**config.mk**
```make
export PLATFORM = sky130hd
export DESIGN_NAME = shps_pin_select
export DESIGN_NICKNAME = d
export VERILOG_FILES = /design/src/shps_pkg.sv /design/src/shps_sync.sv /design/src/shps_pin_select.sv
export VERILOG_INCLUDE_DIRS = /design/src /design/src/src
export SDC_FILE = /design/constraint.sdc
export NUM_CORES = 1
export LEC_CHECK = 0
export ABC_AREA = 1
export BUFFER_PORTS_ARGS = -buffer_cell sky130_fd_sc_hd__buf_2
export CAP_MARGIN = 5
export CELL_PAD_IN_SITES_DETAIL_PLACEMENT = 1
export CELL_PAD_IN_SITES_GLOBAL_PLACEMENT = 1
export CORE_MARGIN = 2
export CORE_UTILIZATION = 23
export CTS_BUF_LIST = sky130_fd_sc_hd__clkbuf_2
export CTS_CLUSTER_SIZE = 16
export DETAILED_ROUTE_END_ITERATION = 8
export HOLD_SLACK_MARGIN = 0.05
export PLACE_DENSITY_LB_ADDON = 0.1
export SYNTH_ARGS = -nofsm -noshare
export SYNTH_HDL_FRONTEND = slang
export SYNTH_HIERARCHICAL = 1
export SYNTH_SLANG_ARGS = --single-unit
export TNS_END_PERCENT = 30
```
**constraint.sdc**
```tcl
create_clock -name clk -period 0.9 [get_ports clk]
set_input_delay 0.09 -clock clk [delete_from_list [all_inputs] [get_ports clk]]
set_output_delay 0.09 -clock clk [all_outputs]
set_load 0.02 [all_outputs]
```
**src/shps_defines.svh**
```systemverilog
`ifndef SHPS_DEFINES_SVH
`define SHPS_DEFINES_SVH
// Protocol select level that picks the two-wire protocol.
`define SHPS_SEL_I2C 1'b1
// Upper five bits of the seven-bit two-wire target address.
`define SHPS_ADDR_HI 5'h1a
// Cycles after reset before the synchronised pins and the clock edge detector hold real levels.
`define SHPS_SYNC_SETTLE 2'h3
// Serial link clock period in ns as seen on the bench.
`define SHPS_LINK_PERIOD_NS 800
// System clock period in ns.
`define SHPS_CLK_PERIOD_NS 100
`endif

```
**src/shps_pkg.sv**
```systemverilog
package shps_pkg;
  // Port usage mode after the strap and the wire-count choice.
  typedef enum logic [2:0] {
    SHPS_I2C = 3'b001,
    SHPS_SPI3 = 3'b010,
    SHPS_SPI4 = 3'b100
  } shps_mode_e;
  // One open-drain or push-pull pin as output value and active-low enable.
  typedef struct packed {
    logic o;
    logic oe_n;
  } shps_pin_s;
endpackage

```
**src/shps_sync.sv**
```systemverilog
`timescale 1ns/1ps
`default_nettype none
// Two-flop synchroniser for one pin.
module shps_sync (
  // Clock and reset.
  input wire logic clk,
  input wire logic rst,
  // Raw and synchronised level.
  input wire logic d,
  output logic q
);
  logic meta;

  // The first flop feeds only the second, so metastability stays contained.
  always_ff @(posedge clk) begin
    if (rst) begin
      meta <= 1'b0;
      q <= 1'b0;
    end else begin
      meta <= d;
      q <= meta;
    end
  end
endmodule
`default_nettype wire

```
**src/shps_pin_select.sv**
```systemverilog
`timescale 1ns/1ps
`default_nettype none
`include "shps_defines.svh"
module shps_pin_select
  import shps_pkg::*;
(
  // Clock and reset.
  input wire logic clk,
  input wire logic rst,
  // Straps and configuration.
  input wire logic protocol_select,
  input wire logic spi_four_wire,
  // Shared serial pins from the host side.
  input wire logic serial_clock_pin,
  input wire logic data_pin_in,
  input wire logic address_select_upper_in,
  input wire logic address_select_lower_pin,
  // Pin drivers, output enables active low.
  output logic data_pin_out,
  output logic data_pin_oe_n,
  output logic address_select_upper_out,
  output logic address_select_upper_oe_n,
  // Core side: mode, address and serial data.
  output logic i2c_mode,
  output logic [6:0] target_address,
  output logic chip_selected,
  output logic serial_clock_rise,
  output logic serial_clock_fall,
  output logic serial_data_in,
  input wire logic core_data_out,
  input wire logic core_data_drive,
  input wire logic core_sda_pull_low
);
  logic sel_s, sclk_s, sda_s, upper_s, lower_s, sclk_d;
  shps_mode_e mode, next_mode;
  shps_pin_s data_pin, upper_pin;

  // Every pin crosses into the clock domain through two flops.
  shps_sync u_sel (
    .clk(clk),
    .rst(rst),
    .d(protocol_select),
    .q(sel_s)
  );
  shps_sync u_sclk (
    .clk(clk),
    .rst(rst),
    .d(serial_clock_pin),
    .q(sclk_s)
  );
  shps_sync u_sda (
    .clk(clk),
    .rst(rst),
    .d(data_pin_in),
    .q(sda_s)
  );
  shps_sync u_upper (
    .clk(clk),
    .rst(rst),
    .d(address_select_upper_in),
    .q(upper_s)
  );
  shps_sync u_lower (
    .clk(clk),
    .rst(rst),
    .d(address_select_lower_pin),
    .q(lower_s)
  );

  // The synchronisers leave reset at zero while the strap idles high, so the mode
  // and the edge detector ignore them until real pin levels have arrived; otherwise
  // every reset would be followed by a false SPI phase and a false clock edge.
  logic [1:0] settle;
  wire settled = (settle == `SHPS_SYNC_SETTLE);

  // Mode decode; the strap is sampled continuously after synchronising.
  // The wire-count choice comes from logic on this clock, so it needs no flops.
  assign next_mode = (sel_s == `SHPS_SEL_I2C) ? SHPS_I2C :
                     (spi_four_wire ? SHPS_SPI4 : SHPS_SPI3);

  wire is_i2c = (mode == SHPS_I2C);
  wire is_spi3 = (mode == SHPS_SPI3);
  wire is_spi4 = (mode == SHPS_SPI4);
  wire cs_active = !is_i2c && !lower_s;
  wire sclk_rise = settled && sclk_s && !sclk_d;
  wire sclk_fall = settled && !sclk_s && sclk_d;

  // Data pin: open drain in two-wire mode, shared line in 3-wire, input only in 4-wire.
  always_comb begin
    data_pin.o = 1'b0;
    data_pin.oe_n = 1'b1;
    case (mode)
      SHPS_I2C: data_pin.oe_n = !core_sda_pull_low;
      SHPS_SPI3: begin
        data_pin.o = core_data_out;
        data_pin.oe_n = !(cs_active && core_data_drive);
      end
      SHPS_SPI4: data_pin.oe_n = 1'b1;
      default: data_pin.oe_n = 1'b1;
    endcase
  end

  // Upper address pin: input in two-wire mode, push-pull output in 4-wire SPI.
  always_comb begin
    upper_pin.o = 1'b0;
    upper_pin.oe_n = 1'b1;
    if (is_spi4) begin
      upper_pin.o = core_data_out;
      upper_pin.oe_n = !cs_active;
    end
  end

  // Mode register; reset lands in two-wire mode, the pulled-up strap default.
  always_ff @(posedge clk) begin
    if (rst) begin
      mode <= SHPS_I2C;
      sclk_d <= 1'b0;
      settle <= 2'h0;
    end else begin
      // Two-wire mode is held until the strap level has crossed both flops.
      mode <= settled ? next_mode : SHPS_I2C;
      sclk_d <= sclk_s;
      // The count stops at its end value and stays there until the next reset.
      if (!settled) settle <= settle + 2'h1;
    end
  end

  // All outputs are registered, so pin drivers trail the mode by one cycle.
  always_ff @(posedge clk) begin
    if (rst) begin
      data_pin_out <= 1'b0;
      data_pin_oe_n <= 1'b1;
      address_select_upper_out <= 1'b0;
      address_select_upper_oe_n <= 1'b1;
      i2c_mode <= 1'b1;
      target_address <= 7'h00;
      chip_selected <= 1'b0;
      serial_clock_rise <= 1'b0;
      serial_clock_fall <= 1'b0;
      serial_data_in <= 1'b0;
    end else begin
      data_pin_out <= data_pin.o;
      data_pin_oe_n <= data_pin.oe_n;
      address_select_upper_out <= upper_pin.o;
      address_select_upper_oe_n <= upper_pin.oe_n;
      i2c_mode <= is_i2c;
      target_address <= is_i2c ? {`SHPS_ADDR_HI, upper_s, lower_s} : 7'h00;
      chip_selected <= cs_active;
      // Clock edges only reach the core while selected or in two-wire mode.
      serial_clock_rise <= sclk_rise && (is_i2c || cs_active);
      serial_clock_fall <= sclk_fall && (is_i2c || cs_active);
      serial_data_in <= sda_s;
    end
  end

  // Pin driver and core output checks; the outputs are registered, so each looks one cycle back, the strap check two.
  AST_UPPER_NOT_DRIVEN_I2C: assert property (@(posedge clk) disable iff (rst)
    $past(is_i2c) |-> address_select_upper_oe_n)
    else $error("Upper address pin driven in two-wire mode.");
  AST_DATA_INPUT_SPI4: assert property (@(posedge clk) disable iff (rst)
    $past(is_spi4) |-> data_pin_oe_n)
    else $error("Data pin driven in 4-wire SPI.");
  AST_SDO_FLOATS: assert property (@(posedge clk) disable iff (rst)
    (is_spi4 && lower_s) |=> address_select_upper_oe_n)
    else $error("Serial output driven with chip select high.");
  AST_SDO_DRIVES: assert property (@(posedge clk) disable iff (rst)
    (is_spi4 && !lower_s) |=> (!address_select_upper_oe_n && address_select_upper_out == $past(core_data_out)))
    else $error("Serial output not driven while selected.");
  AST_MODE_FOLLOWS_STRAP: assert property (@(posedge clk) disable iff (rst)
    sel_s ##1 sel_s |=> i2c_mode)
    else $error("Mode does not follow strap.");
  AST_SDA_OPEN_DRAIN: assert property (@(posedge clk) disable iff (rst)
    $past(is_i2c) && !data_pin_oe_n |-> !data_pin_out)
    else $error("Data pin driven high in two-wire mode.");
  AST_ADDRESS_BITS: assert property (@(posedge clk) disable iff (rst)
    is_i2c |=> target_address == {`SHPS_ADDR_HI, $past(upper_s), $past(lower_s)})
    else $error("Target address low bits wrong.");
  AST_NO_CLOCK_UNSELECTED: assert property (@(posedge clk) disable iff (rst)
    (!is_i2c && lower_s) |=> !serial_clock_rise && !serial_clock_fall)
    else $error("Clock edge passed without chip select.");
  AST_SPI3_SHARED: assert property (@(posedge clk) disable iff (rst)
    (is_spi3 && !core_data_drive) |=> data_pin_oe_n)
    else $error("Shared line driven without core request.");

  // Start-up and core-side checks.
  // The mode stays two-wire until the synchronisers have settled.
  AST_HOLD_TWO_WIRE_AT_START: assert property (@(posedge clk) disable iff (rst)
    !settled |=> is_i2c)
    else $error("Mode left two-wire before the pins settled.");
  // A clock rise pulse lasts exactly one cycle.
  AST_RISE_ONE_CYCLE: assert property (@(posedge clk) disable iff (rst)
    serial_clock_rise |=> !serial_clock_rise)
    else $error("Clock rise pulse longer than one cycle.");
  // A clock fall pulse lasts exactly one cycle.
  AST_FALL_ONE_CYCLE: assert property (@(posedge clk) disable iff (rst)
    serial_clock_fall |=> !serial_clock_fall)
    else $error("Clock fall pulse longer than one cycle.");
  // Rise and fall can never be reported together.
  AST_EDGES_EXCLUSIVE: assert property (@(posedge clk) disable iff (rst)
    !(serial_clock_rise && serial_clock_fall))
    else $error("Clock rise and fall reported together.");
  // Chip select reaches the core whenever the lower pin is low in SPI.
  AST_CS_FOLLOWS_PIN: assert property (@(posedge clk) disable iff (rst)
    (!is_i2c && !lower_s) |=> chip_selected)
    else $error("Chip select not reported while the pin is low.");
  // Outside two-wire mode no target address is offered.
  AST_SPI_ADDRESS_ZERO: assert property (@(posedge clk) disable iff (rst)
    !is_i2c |=> target_address == 7'h00)
    else $error("Target address offered in SPI mode.");
endmodule
`default_nettype wire

```
==> results_dict.tcl <==
set metrics [dict create \
    status "finished with violations" \
    failed_checks "negative setup slack" \
    cts_made_buffers 3 \
    synthCells 101 \
    holdWs_ns 0.222 \
    min_from "rst" \
    cts-htree-levels 1 \
    start_util_pct 24.3 \
    place.gp.congestion 0.731 \
    die_y_um 66.9 \
    worstPathRequired_ns 0.81 \
    cp_cell_sequence "buf_4" \
    r2r_cells 5 \
    end_kind "output port" \
    critPathBufInv 1 \
    fp.dieArea_mm2 0.00447 \
    cts_setup_buffers 0 \
    place_area_mm2 0.00109 \
    cp_max_fo 3 \
    path_delay_family "flip-flops" \
    drc 0 \
    pin_count 27 \
    grt_util_all_layers_pct 8.35 \
    r2r-start "settle[1]" \
    cp_slowest_stage_delay_ns 0.38 \
    r2r_setup_slack_ns 0 \
    worst-setup-path-type "flip-flop to output port" \
    clkTransAtPathRegs_ns 0.23 \
    n_fill_cell 448 \
    slew_viol_final 0 \
    maxCapViolCount 0 \
    dr.pass1.iters 2 \
    synth_cell_type_count 19 \
    fmax_mhz 1060 \
    wl_per_cell_um 8.96 \
    hold_violations 0 \
    fin_ws_ns -0.0436 \
    yosysSeqAreaShare_pct 61.6 \
    clockBufferDepth 2 \
    rsz0062_at_grt "true" \
    finalCritPeriodShare_pct 105 \
    die_w_um 66.9 \
    regArea_um2 583 \
    layout-drive-gt1-share_pct 39.6 \
    clock_latency_ns 0.33 \
    cts_sinks 28 \
    slowest_stage "dfxtp_2" \
    cp-startpoint "target_address[5]" \
    regToRegEndpoint "serial_clock_rise" \
    vdd_drop_max_v 0.000650 \
    arrival_ns 0.85 \
    drt_wl_total_um 1680 \
    yosysWarnings 6 \
    dp_cells 173 \
    grt_max_degree 15 \
    synth.cell_area_um2 910 \
    setup_violations 15 \
    power.total_mw 2.18 \
    multi_input_area_um2 263 \
    antenna_found_initial 0 \
    avgSynthCellArea_um2 9.01 \
    drtAntennaViolNets 0 \
    via_per_inst 3.67 \
    place_hpwl_um 1240 \
    powerDensity_mw_per_mm2 1640 \
    drtIter0Drc 11 \
    design_area_mm2 0.00132 \
    cp.depth 1 \
    grt_pass1_vias 688 \
    vias 687 \
    cp-endpoint "target_address[3]" \
    portBuffers 24 \
    skew_ns 0.00574 \
    core_area_mm2 0.00374 \
    grt_pass1_wl_um 2750 \
    p_leak_nw 0.615 \
    final_common_cell "nor2_1" \
    min_path_type "input port to flip-flop" \
    stdcell_count 187 \
    start_kind "flip-flop" \
    cts_tree "done" \
    area_growth_pct 45.5 \
    fin_nets 153 \
    most-common-layout-cells "nor2_1, inv_1, dfxtp_2, dfxtp_1" \
    overflow 0 \
    ys_ff_latch 28 \
    antennaDiodeCount 0 \
    timing.final.crit_period_ns 0.944 \
    root_buffer "clkbuf_2" \
    rows 22 \
]
==> final cells by class <==
cell class / count / share of cell area, %
inverters: 20 / 5.67
well taps: 48 / 4.54
multi-input cells: 50 / 19.8
repair buffers: 38 / 24.8
flip-flops and latches: 28 / 44.0
clock buffers: 3 / 1.13
==> through the flow <==
| step | TNS [ns] | utilization, % | setup slack (ns) |
|---|---|---|---|
| after floorplan | 0 | - | 0.0239 |
| after global placement | -0.0230 | 29.0 | -0.0129 |
| after detailed placement | -0.179 | 29.0 | -0.0656 |
| after CTS | -0.979 | 35.2 | -0.0921 |
| after global routing | -1.48 | 35.4 | -0.102 |
| final | -0.295 | 35.4 | -0.0436 |
==> metal layers <==
layer	part of all wire, %	vias up	global-route usage, %
li1	-	366	-
met1	45	303	8.98
met2	49	16	14.5
met3	4.8	2	2.03
met4	1.3	0	5.36
met5	0	-	0
==> repair_timing <==
action,CTS,global route
pin swaps,1,0
hold buffers,11,0
endpoints found under the hold margin,14,0
resized for setup,42,4
endpoints found under the setup margin,25,22
==> cells by family (layout without fill, tap and decap cells) <==
logic type / count (synthesis) / in the layout / share of synthesized area, %
AOI/OAI and AO/OA: 2 / 2 / 1.10
xor gates and xnor gates: 1 / 1 / 0.963
adders and majority gates: 1 / 1 / 1.38
buffers and inverters: 24 / 61 / 11.6
DFF: 28 / 28 / 61.6
other: 1 / 2 / 0.412
and+or+nand+nor: 44 / 44 / 23.0
==> cells in the mapped netlist <==
cell	count	area (um^2)
dfxtp_1	28	561
nor2_1	27	101
inv_1	18	67.6
nand2_1	7	26.3
buf_4	4	30.0
inv_2	2	7.51
nand4_1	2	12.5
nor2_4	2	22.5
a21oi_1	1	5.00
conb_1	1	3.75
ha_1	1	12.5
nand2_2	1	6.26
nand2_4	1	11.3
nand3_1	1	5.00
nand3_2	1	10.0
nand3b_1	1	7.51
o21ai_0	1	5.00
or2_1	1	6.26
xor2_1	1	8.76
==> power breakdown <==
group	internal, mW	switching, mW
combinational	0.191	0.182
clock	0.0907	0.330
sequential	1.33	0.0544
total	1.61	0.567
==> worst min path at each step <==
stage	cells past startpoint	end
after detailed placement	2	mode[1]
after floorplan	1	u_lower/meta
after global routing	4	i2c_mode
after CTS	3	mode[1]
after global placement	2	mode[1]
final	4	i2c_mode
==> state kept, by name, summed over array words and instances, names as in the netlist <==
| name | flops |
|---|---|
| target_address | 3 |
| u_sda/q | 1 |
| u_lower/q | 1 |
| i2c_mode | 1 |
| data_pin_oe_n | 1 |
| mode | 3 |
| u_sda/meta | 1 |
| address_select_upper_out | 1 |
| u_upper/meta | 1 |
| settle | 2 |
| chip_selected | 1 |
| data_pin_out | 1 |
| address_select_upper_oe_n | 1 |
| u_upper/q | 1 |
| u_sclk/q | 1 |
| serial_clock_fall | 1 |
| serial_data_in | 1 |
| sclk_d | 1 |
| u_sel/meta | 1 |
| u_lower/meta | 1 |
| u_sclk/meta | 1 |
| serial_clock_rise | 1 |
| u_sel/q | 1 |
==> worst reg2reg max path: cells and delay by family (launching register included) <==
| family | cells | cell delay (ns) |
|---|---|---|
| buffers and inverters | 1 | 0.05 |
| adder cells (fa/ha/maj) | 1 | 0.17 |
| AND/OR/NAND/NOR | 3 | 0.23 |
| flip-flops | 1 | 0.41 |
Note: power is estimated with default switching activity, not from simulation.
